[config.mk]
export PLATFORM = sky130hd
export DESIGN_NAME = deser_output_mode_control
export DESIGN_NICKNAME = d
export VERILOG_FILES = /design/src/pkg/deser_mode_pkg.sv /design/src/rtl/mode_sync.sv /design/src/rtl/deser_output_mode_control.sv
export VERILOG_INCLUDE_DIRS = /design/src /design/src/pkg
export SDC_FILE = /design/constraint.sdc
export NUM_CORES = 1
export LEC_CHECK = 0
export BUFFER_PORTS_ARGS = -buffer_cell sky130_fd_sc_hd__buf_2
export CAP_MARGIN = 20
export CORE_MARGIN = 2
export CORE_UTILIZATION = 44
export CTS_CLUSTER_DIAMETER = 60
export DETAILED_ROUTE_END_ITERATION = 8
export PLACE_DENSITY = 0.79
export SYNTH_ARGS = -nofsm -noshare
export SYNTH_HDL_FRONTEND = slang
export SYNTH_SLANG_ARGS = --single-unit
[constraint.sdc]
create_clock -name aclk -period 1.74 [get_ports aclk]
set_clock_uncertainty 0.05 [all_clocks]
set_input_delay 0 -clock aclk [delete_from_list [all_inputs] [get_ports aclk]]
set_output_delay 0 -clock aclk [all_outputs]
set_load 0.03 [all_outputs]
[src/pkg/deser_mode_cfg.svh]
// Constants for the deserializer output mode and control block
// Overview of operation
// - Width select high gives 20-bit words
// - Width select low gives 10-bit words
// - Standard mode, not ASI: upper lane chroma
// - Both low: upper lane data-through
// - 10-bit output: upper lane forced low
// - SD 20-bit ASI: upper lane held low
// - Master enable high enables the corrections allowed at the current rate
// - Disable register bits turn features off
// - Master enable low disables all processing
// - Mode pin driven auto, input manual
// - Auto: mode pin high only when locked
// - Manual, mode high, no ASI: standard mode
// - Manual mode low: no descramble or processing
// - Host reset: defaults, all outputs high impedance
// - Test-port reset: defaults, test sequence held
// - Rate low HD, high SD; auto drives
// - Auto select high drives bidirectional pins
// - ASI select low: no ASI decoding
`ifndef DESER_MODE_CFG_SVH
`define DESER_MODE_CFG_SVH
`define ADDR_DISABLE 4'h0
`define ADDR_STATUS 4'h4
`define RESP_OKAY 2'h0
`define RESP_SLVERR 2'h2
`define FEAT_COUNT 6
`define FEAT_RESET 6'h00
`define FEAT_SD_ONLY 6'h01
`define FEAT_HD_ONLY 6'h0c
`define SYNC_COUNT 8
`define SYNC_RESET 8'h80
`define SY_WIDTH 0
`define SY_MASTER 1
`define SY_AUTO 2
`define SY_ASI 3
`define SY_STD 4
`define SY_RATE 5
`define SY_TEST 6
`define SY_RST_N 7
`define ST_WIDTH 0
`define ST_MASTER 1
`define ST_AUTO 2
`define ST_ASI 3
`define ST_STD 4
`define ST_RATE 5
`define ST_TEST 6
`define ST_RESET 7
`define ST_FEAT_LO 8
`define ST_FEAT_HI 13
`define STATUS_PAD 18'h00000
`define DISABLE_PAD 26'h0000000
`endif

[src/pkg/deser_mode_pkg.sv]
// Types for the deserializer output mode and control block
package deser_mode_pkg;
   typedef enum logic [1:0] {
      DEV_HELD = 2'h0,
      DEV_WAKE = 2'h1,
      DEV_RUN = 2'h3
   } dev_state_t;
   typedef enum logic [1:0] {
      HIT_NONE = 2'h0,
      HIT_DISABLE = 2'h1,
      HIT_STATUS = 2'h2
   } reg_hit_t;
endpackage

[src/rtl/mode_sync.sv]
// Two-stage synchroniser for asynchronous mode pins
module mode_sync #(
   parameter int WIDTH = 8,
   parameter logic [WIDTH-1:0] RESET_VAL = '0
) (
   input wire logic aclk,
   input wire logic aresetn,
   input wire logic [WIDTH-1:0] async_in,
   output logic [WIDTH-1:0] sync_out
);
   logic [WIDTH-1:0] meta_reg;
   logic [WIDTH-1:0] sync_reg;
   // First stage feeds only the second
   always_ff @(posedge aclk) begin
      if (!aresetn) begin
         meta_reg <= RESET_VAL;
         sync_reg <= RESET_VAL;
      end else begin
         meta_reg <= async_in;
         sync_reg <= meta_reg;
      end
   end
   assign sync_out = sync_reg;
endmodule

[src/rtl/deser_output_mode_control.sv]
// Output format, processing gating and mode pin control with AXI4-Lite registers
//
// The implementer's own choices: the register addresses and the AXI4-Lite slave port.
`include "deser_mode_cfg.svh"
module deser_output_mode_control
   import deser_mode_pkg::*;
#(
   parameter int ADDR_W = 4,
   parameter int WORD_W = 10
) (
   input wire logic aclk,
   input wire logic aresetn,
   input wire logic [ADDR_W-1:0] s_axi_awaddr,
   input wire logic [2:0] s_axi_awprot,
   input wire logic s_axi_awvalid,
   output logic s_axi_awready,
   input wire logic [31:0] s_axi_wdata,
   input wire logic [3:0] s_axi_wstrb,
   input wire logic s_axi_wvalid,
   output logic s_axi_wready,
   output logic [1:0] s_axi_bresp,
   output logic s_axi_bvalid,
   input wire logic s_axi_bready,
   input wire logic [ADDR_W-1:0] s_axi_araddr,
   input wire logic [2:0] s_axi_arprot,
   input wire logic s_axi_arvalid,
   output logic s_axi_arready,
   output logic [31:0] s_axi_rdata,
   output logic [1:0] s_axi_rresp,
   output logic s_axi_rvalid,
   input wire logic s_axi_rready,
   input wire logic bus_width_select,
   input wire logic processing_master_enable,
   input wire logic auto_manual_select,
   input wire logic asi_mode_select,
   input wire logic standard_mode_pin_in,
   output logic standard_mode_pin_out,
   output logic standard_mode_pin_oe_n,
   input wire logic rate_select_in,
   output logic rate_select_out,
   output logic rate_select_oe_n,
   input wire logic device_reset_pin_n,
   input wire logic test_port_mode,
   input wire logic core_smpte_locked,
   input wire logic core_rate_sd,
   input wire logic [WORD_W-1:0] luma_word,
   input wire logic [WORD_W-1:0] chroma_word,
   input wire logic [WORD_W-1:0] through_word,
   input wire logic [WORD_W-1:0] mux_word,
   output logic [WORD_W-1:0] dout_upper,
   output logic [WORD_W-1:0] dout_lower,
   output logic dout_oe_n,
   output logic loop_serial_out_oe_n,
   output logic [`FEAT_COUNT-1:0] feature_enable,
   output logic descramble_enable,
   output logic word_align_enable,
   output logic asi_decode_enable,
   output logic test_sequence_reset,
   output logic device_in_reset
);

   // Address decode shared by both channels
   function automatic reg_hit_t decode_addr(input logic [ADDR_W-1:0] addr);
      reg_hit_t hit;
      hit = HIT_NONE;
      if (addr == ADDR_W'(`ADDR_DISABLE)) begin
         hit = HIT_DISABLE;
      end else if (addr == ADDR_W'(`ADDR_STATUS)) begin
         hit = HIT_STATUS;
      end
      return hit;
   endfunction

   logic [`SYNC_COUNT-1:0] pins_async;
   logic [`SYNC_COUNT-1:0] pins_sync;
   dev_state_t state_reg;
   dev_state_t state_next;
   logic in_reset;
   logic pins_hiz;
   logic width_20;
   logic master_en;
   logic auto_cfg;
   logic asi_sel;
   logic test_mode;
   logic std_mode;
   logic rate_sd;
   logic smpte_mode;
   logic proc_allowed;
   logic [`FEAT_COUNT-1:0] rate_ok;
   logic [`FEAT_COUNT-1:0] feat_next;
   logic [WORD_W-1:0] upper_next;
   logic [WORD_W-1:0] lower_next;
   logic [`FEAT_COUNT-1:0] disable_reg;
   logic [`FEAT_COUNT-1:0] feat_reg;
   logic [WORD_W-1:0] upper_reg;
   logic [WORD_W-1:0] lower_reg;
   logic dout_oe_n_reg;
   logic loop_oe_n_reg;
   logic std_out_reg;
   logic rate_out_reg;
   logic pin_oe_n_reg;
   logic descr_reg;
   logic align_reg;
   logic asi_dec_reg;
   logic test_rst_reg;
   logic aw_held_reg;
   logic w_held_reg;
   logic [ADDR_W-1:0] awaddr_reg;
   logic [`FEAT_COUNT-1:0] wdata_reg;
   logic wstrb0_reg;
   logic bvalid_reg;
   logic [1:0] bresp_reg;
   logic rvalid_reg;
   logic [31:0] rdata_reg;
   logic [1:0] rresp_reg;
   logic aw_fire;
   logic w_fire;
   logic ar_fire;
   logic commit;
   reg_hit_t wr_hit;
   reg_hit_t rd_hit;
   logic [31:0] status_word;
   logic [31:0] disable_word;
   logic [31:0] read_word;

   // Asynchronous pins into the clock domain
   assign pins_async[`SY_WIDTH] = bus_width_select;
   assign pins_async[`SY_MASTER] = processing_master_enable;
   assign pins_async[`SY_AUTO] = auto_manual_select;
   assign pins_async[`SY_ASI] = asi_mode_select;
   assign pins_async[`SY_STD] = standard_mode_pin_in;
   assign pins_async[`SY_RATE] = rate_select_in;
   assign pins_async[`SY_TEST] = test_port_mode;
   assign pins_async[`SY_RST_N] = device_reset_pin_n;

   mode_sync #(
      .WIDTH(`SYNC_COUNT),
      .RESET_VAL(`SYNC_RESET)
   ) u_sync (
      .aclk(aclk),
      .aresetn(aresetn),
      .async_in(pins_async),
      .sync_out(pins_sync)
   );

   // Device reset pin sequencing
   always_comb begin
      state_next = state_reg;
      case (state_reg)
         DEV_HELD: begin
            if (pins_sync[`SY_RST_N]) begin
               state_next = DEV_WAKE;
            end
         end
         DEV_WAKE: begin
            state_next = pins_sync[`SY_RST_N] ? DEV_RUN : DEV_HELD;
         end
         DEV_RUN: begin
            if (!pins_sync[`SY_RST_N]) begin
               state_next = DEV_HELD;
            end
         end
         default: begin
            state_next = DEV_HELD;
         end
      endcase
   end

   always_ff @(posedge aclk) begin
      if (!aresetn) begin
         state_reg <= DEV_HELD;
      end else begin
         state_reg <= state_next;
      end
   end

   assign in_reset = (state_reg != DEV_RUN);
   assign test_mode = pins_sync[`SY_TEST];
   assign pins_hiz = in_reset & ~test_mode;

   // Effective modes
   assign width_20 = pins_sync[`SY_WIDTH];
   assign master_en = pins_sync[`SY_MASTER];
   assign auto_cfg = pins_sync[`SY_AUTO];
   assign asi_sel = pins_sync[`SY_ASI];
   assign std_mode = auto_cfg ? core_smpte_locked : pins_sync[`SY_STD];
   assign rate_sd = auto_cfg ? core_rate_sd : pins_sync[`SY_RATE];
   assign smpte_mode = std_mode & ~asi_sel;
   assign proc_allowed = master_en & smpte_mode & ~in_reset;

   // Per-feature gating by master enable, disable bits and rate
   genvar gi;
   generate
      for (gi = 0; gi < `FEAT_COUNT; gi++) begin : g_feat
         localparam logic [`FEAT_COUNT-1:0] SDM = `FEAT_SD_ONLY;
         localparam logic [`FEAT_COUNT-1:0] HDM = `FEAT_HD_ONLY;
         assign rate_ok[gi] = (SDM[gi] ? rate_sd : 1'b1) & (HDM[gi] ? ~rate_sd : 1'b1);
         assign feat_next[gi] = proc_allowed & rate_ok[gi] & ~disable_reg[gi];
      end
   endgenerate

   // Parallel word formatting
   assign lower_next = in_reset ? '0 : (width_20 ? luma_word : mux_word);
   always_comb begin
      upper_next = '0;
      if (in_reset || !width_20) begin
         upper_next = '0;
      end else if (smpte_mode) begin
         upper_next = chroma_word;
      end else if (!std_mode && !asi_sel) begin
         upper_next = through_word;
      end else begin
         upper_next = '0;
      end
   end

   always_ff @(posedge aclk) begin
      if (!aresetn) begin
         upper_reg <= '0;
         lower_reg <= '0;
         feat_reg <= `FEAT_RESET;
         dout_oe_n_reg <= 1'b1;
         loop_oe_n_reg <= 1'b1;
      end else begin
         upper_reg <= upper_next;
         lower_reg <= lower_next;
         feat_reg <= feat_next;
         dout_oe_n_reg <= pins_hiz;
         loop_oe_n_reg <= pins_hiz;
      end
   end

   // Bidirectional mode pins and datapath enables
   always_ff @(posedge aclk) begin
      if (!aresetn) begin
         std_out_reg <= 1'b0;
         rate_out_reg <= 1'b0;
         pin_oe_n_reg <= 1'b1;
         descr_reg <= 1'b0;
         align_reg <= 1'b0;
         asi_dec_reg <= 1'b0;
         test_rst_reg <= 1'b0;
      end else begin
         std_out_reg <= core_smpte_locked;
         rate_out_reg <= core_rate_sd;
         pin_oe_n_reg <= ~auto_cfg | pins_hiz;
         descr_reg <= smpte_mode & ~in_reset;
         align_reg <= (smpte_mode | asi_sel) & ~in_reset;
         asi_dec_reg <= asi_sel & ~in_reset;
         test_rst_reg <= in_reset & test_mode;
      end
   end

   // AXI4-Lite write channel
   assign s_axi_awready = ~aw_held_reg & ~bvalid_reg;
   assign s_axi_wready = ~w_held_reg & ~bvalid_reg;
   assign aw_fire = s_axi_awvalid & s_axi_awready;
   assign w_fire = s_axi_wvalid & s_axi_wready;
   assign commit = aw_held_reg & w_held_reg & ~bvalid_reg;
   assign wr_hit = decode_addr(awaddr_reg);

   always_ff @(posedge aclk) begin
      if (!aresetn) begin
         aw_held_reg <= 1'b0;
         w_held_reg <= 1'b0;
         awaddr_reg <= '0;
         wdata_reg <= '0;
         wstrb0_reg <= 1'b0;
         bvalid_reg <= 1'b0;
         bresp_reg <= `RESP_OKAY;
      end else begin
         if (aw_fire) begin
            aw_held_reg <= 1'b1;
            awaddr_reg <= s_axi_awaddr;
         end
         if (w_fire) begin
            w_held_reg <= 1'b1;
            wdata_reg <= s_axi_wdata[`FEAT_COUNT-1:0];
            wstrb0_reg <= s_axi_wstrb[0];
         end
         if (commit) begin
            aw_held_reg <= 1'b0;
            w_held_reg <= 1'b0;
            bvalid_reg <= 1'b1;
            bresp_reg <= (wr_hit == HIT_NONE) ? `RESP_SLVERR : `RESP_OKAY;
         end else if (s_axi_bready) begin
            bvalid_reg <= 1'b0;
         end
      end
   end

   // Feature disable register, cleared while the device is held in reset
   always_ff @(posedge aclk) begin
      if (!aresetn) begin
         disable_reg <= `FEAT_RESET;
      end else if (in_reset) begin
         disable_reg <= `FEAT_RESET;
      end else if (commit && wr_hit == HIT_DISABLE && wstrb0_reg) begin
         disable_reg <= wdata_reg;
      end
   end

   // AXI4-Lite read channel
   assign s_axi_arready = ~rvalid_reg;
   assign ar_fire = s_axi_arvalid & s_axi_arready;
   assign rd_hit = decode_addr(s_axi_araddr);
   assign disable_word = {`DISABLE_PAD, disable_reg};
   assign status_word = {`STATUS_PAD, feat_reg, in_reset, test_mode, rate_sd, std_mode,
                         asi_sel, auto_cfg, master_en, width_20};
   assign read_word = (rd_hit == HIT_DISABLE) ? disable_word :
                      (rd_hit == HIT_STATUS) ? status_word : 32'h00000000;

   always_ff @(posedge aclk) begin
      if (!aresetn) begin
         rvalid_reg <= 1'b0;
         rdata_reg <= 32'h00000000;
         rresp_reg <= `RESP_OKAY;
      end else if (ar_fire) begin
         rvalid_reg <= 1'b1;
         rdata_reg <= read_word;
         rresp_reg <= (rd_hit == HIT_NONE) ? `RESP_SLVERR : `RESP_OKAY;
      end else if (s_axi_rready) begin
         rvalid_reg <= 1'b0;
      end
   end

   // Outputs
   assign s_axi_bvalid = bvalid_reg;
   assign s_axi_bresp = bresp_reg;
   assign s_axi_rvalid = rvalid_reg;
   assign s_axi_rdata = rdata_reg;
   assign s_axi_rresp = rresp_reg;
   assign dout_upper = upper_reg;
   assign dout_lower = lower_reg;
   assign dout_oe_n = dout_oe_n_reg;
   assign loop_serial_out_oe_n = loop_oe_n_reg;
   assign feature_enable = feat_reg;
   assign standard_mode_pin_out = std_out_reg;
   assign rate_select_out = rate_out_reg;
   assign standard_mode_pin_oe_n = pin_oe_n_reg;
   assign rate_select_oe_n = pin_oe_n_reg;
   assign descramble_enable = descr_reg;
   assign word_align_enable = align_reg;
   assign asi_decode_enable = asi_dec_reg;
   assign test_sequence_reset = test_rst_reg;
   assign device_in_reset = in_reset;

endmodule

==> results of run 1 <==
-- layout by cell type, fill, tap and decap left out, types with 15 or more instances in the layout --
| cell | n |
|---|---|
| and2_1 | 17 |
| mux2i_1 | 27 |
| dfxtp_1 | 89 |
| nor2_1 | 24 |
| a21oi_1 | 20 |
| nand2_1 | 33 |
| buf_2 | 129 |
| dlygate4sd3_1 | 64 |
| conb_1 | 20 |
| nor2b_1 | 15 |
-- cell type report --
cell class	count	area [sq um]	share of cell area (%)
clock buffer	11	151	3.11
clock inverter	5	62.6	1.29
inverter	3	11.3	0.231
multi-input combinational	224	1370	28.1
sequential	89	1780	36.6
tap	99	124	2.55
timing repair buffer	204	1370	28.1
-- through the flow --
stage / utilization, % / instance area [sq um]
finish: 66.7 / 4860
global route: 66.7 / 4860
CTS: 66.7 / 4860
detailed placement: 55.0 / 4010
global placement: 55.0 / 4010
floorplan: - / 3410
-- worst min-delay path by stage --
stage,start,to,slack (ns)
after global routing,s_axi_araddr[3],s_axi_rdata[5],0.04
after global placement,device_reset_pin_n,u_sync.meta_reg[7],0.14
after CTS,s_axi_araddr[3],s_axi_rdata[5],0.02
final,s_axi_araddr[1],s_axi_rdata[5],0.05
after floorplan,device_reset_pin_n,u_sync.meta_reg[7],0.05
after detailed placement,device_reset_pin_n,u_sync.meta_reg[7],0.16
-- power groups by stage --
| stage | Clock [uW] | Combinational [uW] | Sequential (uW) |
|---|---|---|---|
| after global placement | 0 | 474 | 2180 |
| after global routing | 1580 | 666 | 2150 |
| after CTS | 1490 | 604 | 2140 |
| final | 1460 | 616 | 2140 |
| after floorplan | 0 | 315 | 2220 |
| after detailed placement | 0 | 487 | 2190 |
-- per-layer routing --
layer	wire length (microns)	track usage [%]
met3	547	5.81
met5	0	0
met2	4620	39.0
met1	3520	23.2
met4	269	11.7
-- cell families after synthesis --
logic type	count (synthesis)	share of synthesized area, %
buffers and inverters	46	7.80
AND/OR/NAND/NOR	127	20.6
flip-flops	89	53.4
other	1	0.112
multiplexers	28	8.44
AO/OA/AOI/OAI	49	9.68
-- worst max-delay path, stage by stage (launching register included) --
cell and delay, ns:
dfxtp_1 0.33, buf_4 0.24, mux2i_1 0.24, dlygate4sd3_1 0.58, nor2_1 0.05
==> reports/qor.yml, run 1 <==
route:
  drtPass1Iterations: 4
  drtIter0Drc: 90
  vias: 3059
  post-route-drc-count: 0
  wirelength_microns: 8960
  ant_nets: 0
  vias_per_cell: 4.82
  wl_per_cell_microns: 14.1
die:
  ios: 185
  die_y_microns: 91.1
  die-area_sq_um: 8290
  die_x_microns: 91.1
  core_sq_um: 7290
  placementRows: 31
  start_util_pct: 45.7
synth:
  synth-seq-cells: 89
  postSynthCellCount: 340
  ys_seq_area_share_pct: 53.4
  synth-edff-count: 0
  avgSynthCellArea_sq_um: 9.81
  synth_area_leaders: "dfxtp_1 (53%), mux2i_1 (8.1%), buf_4 (5.0%)"
  synth.most_common_cell: "dfxtp_1"
  syn_area_sq_um: 3340
  synth_top_area_share_pct: 53.4
  synth-main-ff-cell: "dfxtp_1"
  synth_top_area_cell: "dfxtp_1"
  synth_common_cells: "dfxtp_1 (89), nand2_1 (33), mux2i_1 (27)"
  async_flop_share_pct: 0
  synth.distinct_cells: 34
  yosysWarningCount: 0
worst_setup_path:
  rrSetupSlack_ns: 0.14
  critPathMaxFanout: 11
  cp-end-kind: "flop"
  endpoint: "dout_lower[4]"
  worstReg2RegStart: "u_sync.sync_out[0]"
  r2r_end: "dout_lower[4]"
  crit_type: "reg -> reg"
  required_ns: 1.93
  worstPathArrival_ns: 1.78
  startpoint: "u_sync.sync_out[0]"
  start_kind: "flop"
  r2r_cells: 4
timing:
  rsz0062_at_grt: "false"
  fin_hold_ws_ns: 0.0483
  period_needed_ns: 1.60
  finalSetupViolations: 0
  slew_violations: 0
  min_period_over_period_pct: 91.7
  fmax_mhz: 627
  max_slew_margin_pct: 65.7
  timing.final.ws_setup_ns: 0.144
  finalSetupTns_ns: 0
  final_hold_viol_count: 0
  tightest_slew_ns: 0.509
clock_network:
  cts_root_buf: "clkbuf_8"
  post-cts-setup-buffer-count: 0
  cts_buffers: 9
  hold_buffers: 64
  post_cts_resized: 0
  cts.sinks: 89
  cts.clk_slew.worst_paths_ns: 0.09
  cts_max_level: 3
  clk_latency_ns: 0.35
  clockBufferDepth: 2
  tritoncts: "yes"
pwr:
  p_switching_uw: 1080
  total_power_uw: 4220
  swShare_pct: 25.6
  p_int_uw: 3130
  power_per_cell_area_nw_per_um2: 867
  pwr-share-comb_pct: 14.6
  ir_drop_uv: 498
  p_leak_uw: 0.00222
  p_clk_share_pct: 34.7
  p_seq_share_pct: 50.7
place:
  gp_congestion: 0.756
  hpwl_microns: 5540
  dpl.cell_count: 555
  port-buffer-count: 129
  dp_worst_setup_slack_ns: 0.300
finish:
  area_delta_synth_final_pct: 45.8
  layout.cells.non_filler: 635
  largest_register_ffs: 14
  finalNetCount: 638
  n_antenna_cell: 0
  n_fill_cell: 599
  drive_above_1_share_pct: 30.4
global_routing:
  gr-total-overflow: 0
  grt_start_max_net_pins: 52
  grt_pass1_wl_microns: 14300
  groute.usage.overall_pct: 21.8
  antenna_found_initial: 0
  grt_pass1_vias: 3097
flow_run:
  cap_violations: 0
worst_hold_path:
  hold_depth: 4
  hold_path.class: "in -> reg"
status:
  outcome: "finished, final reports clean"
No activity file was read; power rests on OpenSTA's default activity.
==> run 2: changes to the inputs <==
- CAP_MARGIN: 20 -> 40
- CORE_ASPECT_RATIO: default -> 0.7
- SETUP_SLACK_MARGIN: default -> 0.05
==> run 2 against run 1 <==
Compared with the run above:
- hold slack improved by 0.0013 ns
- largest power group unchanged
- largest cell class unchanged
- power increased by 5.0%
- utilization increased by 0.11 points
- critical endpoint is now dout_lower[7]
- highest routed layer unchanged
- sequential share of layout area decreased by 0.20 points
==> reports/qor.yml, run 2 (synthesis results as in run 1) <==
status:
  outcome: "finished, final reports clean"
finish:
  area_delta_synth_final_pct: 46.6
  finalNetCount: 638  # unchanged
  final_util_pct: 66.8  # +0.11 points
  n_antenna_cell: 0  # unchanged
  drive_above_1_share_pct: 30.3  # -0.13 points
  largest_register_ffs: 14  # unchanged
  final_cell_mix: "buf_2 (129), dfxtp_1 (89), dlygate4sd3_1 (64)"
  n_fill_cell: 607  # +1.3%
  final_common_cell: "buf_2"
  layout.cells.non_filler: 633  # -0.31%
worst_setup_path:
  path_delay_family: "buffers and inverters"
  path_cells: "buf_4 -> mux2i_1 -> dlygate4sd3_1 -> nor2_1"
  r2r_cells: 4  # unchanged
  required_ns: 1.93  # about the same
  crit_path_max_incr_delay_ns: 0.59  # about the same
  crit_type: "reg -> reg"
  worstPathArrival_ns: 1.75  # -0.03 ns
  critPathMaxFanout: 11  # unchanged
  start_kind: "flop"
  path_depth: 4  # unchanged
  crit_buf_inv: 2  # unchanged
  cp-end-kind: "flop"
  slowest_stage: "dlygate4sd3_1"
place:
  dp_worst_setup_slack_ns: 0.296  # -0.00377 ns
  gp_congestion: 0.768  # +1.6%
  port-buffer-count: 129  # unchanged
  hpwl_microns: 5560  # +0.50%
  dpl.cell_count: 554  # -0.18%
timing:
  finalSetupViolations: 0  # unchanged
  max_slew_margin_pct: 66.7  # +1.1 points
  finalSetupTns_ns: 0  # unchanged
  slew_violations: 0  # unchanged
  timing.final.ws_setup_ns: 0.183  # +0.0384 ns
  min_period_over_period_pct: 89.5  # -2.2 points
  period_needed_ns: 1.56  # -0.0384 ns
  tightest_slew_ns: 0.494  # -0.0159 ns
  final_hold_viol_count: 0  # unchanged
  rsz0062_at_grt: "false"
  fmax_mhz: 642  # +2.5%
pwr:
  pwr-share-comb_pct: 13.8  # -0.8 points
  p_int_uw: 3370  # +7.5%
  total_power_uw: 4430  # +5.0%
  p_leak_uw: 0.00224  # +0.91%
  p_clk_share_pct: 37.9  # +3.2 points
  p_seq_share_pct: 48.3  # -2.4 points
  power_per_cell_area_nw_per_um2: 905  # +4.4%
  ir_drop_uv: 493  # -0.83%
  p_switching_uw: 1060  # -2.3%
  swShare_pct: 23.9  # -1.8 points
die:
  placementRows: 26  # -16%
  die_x_microns: 108  # +19%
  start_util_pct: 45.6  # -0.17 points
  die-area_sq_um: 8310  # +0.14%
  core_sq_um: 7320  # +0.38%
  ios: 185  # unchanged
  die_y_microns: 76.9  # -16%
clock_network:
  cts.clk_slew.worst_paths_ns: 0.08  # about the same
  clockBufferDepth: 2  # unchanged
  tritoncts: "yes"
  cts.sinks: 89  # unchanged
  cts_buffers: 9  # unchanged
  cts_max_level: 3  # unchanged
  cts_root_buf: "clkbuf_8"
  post_cts_resized: 0  # unchanged
  clk_latency_ns: 0.34  # about the same
route:
  vias_per_cell: 4.69  # -2.7%
  post-route-drc-count: 0  # unchanged
  drtIter0Drc: 134  # +49%
  drtPass1Iterations: 5  # +1
  wl_per_cell_microns: 13.8  # -2.0%
  ant_nets: 0  # unchanged
  vias: 2967  # -3.0%
  wirelength_microns: 8760  # -2.3%
flow_run:
  cap_violations: 0  # unchanged
global_routing:
  grt_start_max_net_pins: 52  # unchanged
  antenna_found_initial: 0  # unchanged
  grt_pass1_vias: 2957  # -4.5%
  grt_pass1_wl_microns: 13900  # -3.4%
  gr-total-overflow: 0  # unchanged
  groute.usage.overall_pct: 21.3  # -0.51 points
worst_hold_path:
  hold_depth: 4  # unchanged
  hold_path.class: "in -> reg"
run 2: changes by cell type in the layout (fill, tap and decap cells not counted):
cell        previous run  this run
bufinv_16              1         3
inv_6                  1         0
clkbuf_8              11        10
clkinv_2               0         1
clkinvlp_4             2         0
run 2: per-stage QoR:
| step | hold slack (ns) | instance area (sq um) |
|---|---|---|
| after floorplan | 0.0515 | 3410 |
| after global placement | 0.137 | 4010 |
| after detailed placement | 0.137 | 4010 |
| after CTS | 0.0335 | 4890 |
| after global routing | 0.0538 | 4890 |
| final | 0.0497 | 4890 |
run 2: power groups by stage:
stage | logic [uW] | clock network (uW) | registers [uW]
after floorplan | 315 | 0 | 2220
after global placement | 473 | 0 | 2180
after detailed placement | 485 | 0 | 2180
after CTS | 603 | 1710 | 2140
after global routing | 663 | 1810 | 2150
final | 612 | 1680 | 2140
run 2: area by class of cell:
cell class                 instances  area, sq um  share of cell area (%)
clock buffer                      10          138                    2.81
clock inverter                     5          104                    2.12
inverter                           3         11.3                   0.230
multi-input combinational        224         1370                    27.9
sequential                        89         1780                    36.4
tap                               98          123                    2.51
timing repair buffer             204         1370                    28.0
run 2: final timing paths:
check,start,end,slack [ns]
worst max-delay path,u_sync.sync_out[0],dout_lower[7],0.18
worst min-delay path,s_axi_araddr[3],s_axi_rdata[4],0.05
worst max register to register,u_sync.sync_out[0],dout_lower[7],0.18
worst min register to register,u_sync.meta_reg[7],u_sync.sync_out[7],0.37
run 2: worst register-to-register path: stages (launching register included):
cell and delay [ns]:
dfxtp_1 0.33, buf_4 0.23, mux2i_1 0.22, dlygate4sd3_1 0.59, nor2_1 0.04
run 2: layer usage:
metal  track usage, %  up-vias  part of all wire, %
li1                 -     1495                    -
met5                0        -                    0
met2             36.2      114                   48
met4             8.72        0                  3.5
met3             5.70       31                  6.2
met1             25.3     1327                   43
run 2: timing repair:
action	in CTS	in global routing
hold endpoints to repair	44	0
buffers inserted	0	0
hold buffers	64	0
setup endpoints to repair	0	0
==> run 3: changes to the inputs <==
- CORE_MARGIN: 2 -> 3
- PLACE_DENSITY: 0.79 -> 0.84
==> run 3 against run 2 <==
Compared with the run above:
- power fell by 3.2%
- cell count shrank 0.16%
- sequential share of layout area increased by 0.13 points
- first-iteration DRC count down 3.0%
- count of clock-buffer cells in the layout is the same
- flip-flop and latch count is the same
- critical endpoint is now dout_lower[4]
- highest routed layer unchanged
==> reports/qor.yml, run 3 (synthesis results as in run 1) <==
status:
  outcome: "finished, final reports clean"
clock_network:
  tritoncts: "yes"
  cts.sinks: 89  # unchanged
  clockBufferDepth: 2  # unchanged
  cts_root_buf: "clkbuf_8"
  cts.clk_slew.worst_paths_ns: 0.08  # about the same
  cts_max_level: 3  # unchanged
  clk_latency_ns: 0.35  # about the same
  cts_buffers: 9  # unchanged
  post_cts_resized: 0  # unchanged
global_routing:
  grt_pass1_wl_microns: 13500  # -2.6%
  antenna_found_initial: 0  # unchanged
  grt_start_max_net_pins: 52  # unchanged
  groute.usage.overall_pct: 20.0  # -1.2 points
  grt_pass1_vias: 2869  # -3.0%
  gr-total-overflow: 0  # unchanged
route:
  vias: 2942  # -0.84%
  post-route-drc-count: 0  # unchanged
  drtIter0Drc: 130  # -3.0%
  wl_per_cell_microns: 13.9  # +0.34%
  vias_per_cell: 4.66  # -0.69%
  drtPass1Iterations: 4  # -1
  ant_nets: 0  # unchanged
  wirelength_microns: 8770  # +0.18%
worst_setup_path:
  slowest_stage: "dlygate4sd3_1"
  rrSetupSlack_ns: 0.18  # about the same
  required_ns: 1.93  # about the same
  crit_path_max_incr_delay_ns: 0.57  # -0.02 ns
  crit_type: "reg -> reg"
  worstPathArrival_ns: 1.75  # about the same
  crit_buf_inv: 2  # unchanged
  critPathMaxFanout: 11  # unchanged
  path_cells: "buf_4 -> mux2i_1 -> dlygate4sd3_1 -> nor2_1"
  path_delay_family: "buffers and inverters"
  cp-end-kind: "flop"
  start_kind: "flop"
place:
  gp_congestion: 0.806  # +5.1%
  port-buffer-count: 129  # unchanged
  postPlaceCellArea_sq_um: 4010  # about the same
  dp_worst_setup_slack_ns: 0.267  # -0.0283 ns
  hpwl_microns: 5740  # +3.2%
pwr:
  swShare_pct: 25.3  # +1.4 points
  p_leak_uw: 0.00222  # -0.83%
  ir_drop_uv: 517  # +4.8%
  pwr-share-comb_pct: 14.3  # +0.5 points
  p_seq_share_pct: 49.9  # +1.6 points
  power_per_cell_area_nw_per_um2: 879  # -2.9%
  p_switching_uw: 1080  # +2.6%
  p_clk_share_pct: 35.8  # -2.1 points
  p_int_uw: 3200  # -5.0%
finish:
  finalNetCount: 639  # +0.16%
  final_cell_mix: "buf_2 (129), dfxtp_1 (89), dlygate4sd3_1 (64)"
  n_fill_cell: 562  # -7.4%
  drive_above_1_share_pct: 30.4  # +0.073 points
  fin_area_sq_um: 4870  # -0.36%
  largest_register_ffs: 14  # unchanged
  area_delta_synth_final_pct: 46.1
  final_common_cell: "buf_2"
timing:
  fmax_mhz: 641  # -0.15%
  rsz0062_at_grt: "false"
  timing.final.ws_setup_ns: 0.181  # -0.00227 ns
  final_hold_viol_count: 0  # unchanged
  min_period_over_period_pct: 89.6  # +0.13 points
  period_needed_ns: 1.56  # +0.00227 ns
  finalSetupTns_ns: 0  # unchanged
  finalSetupViolations: 0  # unchanged
  slew_violations: 0  # unchanged
die:
  die_x_microns: 110  # +1.9%
  placementRows: 25  # -3.8%
  start_util_pct: 47.4  # +1.8 points
  die-area_sq_um: 8680  # +4.5%
  core_sq_um: 7040  # -3.8%
  die_y_microns: 78.9  # +2.6%
  ios: 185  # unchanged
flow_run:
  cap_violations: 0  # unchanged
worst_hold_path:
  hold_path.class: "in -> reg"
## run 3: metrics by stage
stage,instances,total power (uW),util [%],hold slack (ns)
3_3_place_gp,551,2660,57.0,0.139
5_1_grt,631,4460,69.2,0.0519
3_5_place_dp,551,2670,57.0,0.140
4_1_cts,631,4310,69.2,0.0316
6_report,632,4280,69.2,0.0355
2_1_floorplan,359,2530,-,0.0515
## run 3: power groups by stage
stage	registers (uW)	logic, uW	clock network (uW)
final	2140	613	1530
after global routing	2150	664	1650
after floorplan	2220	315	0
after global placement	2180	475	0
after CTS	2140	605	1570
after detailed placement	2190	485	0
## run 3: routing by layer
| metal | GRT usage (%) | share of wire, % | vias to the layer above |
|---|---|---|---|
| met1 | 24.3 | 43 | 1343 |
| met4 | 8.47 | 1.9 | 0 |
| met2 | 34.1 | 50 | 89 |
| li1 | - | - | 1495 |
| met5 | 0 | 0 | - |
| met3 | 4.47 | 5.1 | 15 |
## run 3: area by class of cell
cell class | instances | area, sq um | share of cell area, %
Tap cell | 94 | 118 | 2.41
Sequential cell | 89 | 1780 | 36.6
Multi-Input combinational cell | 224 | 1370 | 28.0
Timing Repair Buffer | 205 | 1380 | 28.2
Clock buffer | 10 | 128 | 2.62
Clock inverter | 6 | 91.3 | 1.87
Inverter | 3 | 11.3 | 0.231
Antenna cell | 1 | 2.50 | 0.0513
## run 3: repair_timing
item | 4_1_cts | 5_1_grt
hold endpoints to repair | 44 | 0
setup buffers | 0 | 0
hold buffers | 64 | 0
## run 3: path summary, 6_finish.rpt
kind                                          from            endpoint  cells past startpoint
worst min-delay path               s_axi_araddr[3]      s_axi_rdata[5]                      4
worst max-delay path            u_sync.sync_out[0]       dout_lower[4]                      4
worst min register to register  u_sync.meta_reg[7]  u_sync.sync_out[7]                      1
worst max register to register  u_sync.sync_out[0]       dout_lower[4]                      4
## run 3: worst min-delay path, cell delays in order
cell and delay, ns:
buf_2 0.10, or3_1 0.12, a2111o_1 0.10, a21boi_0 0.07
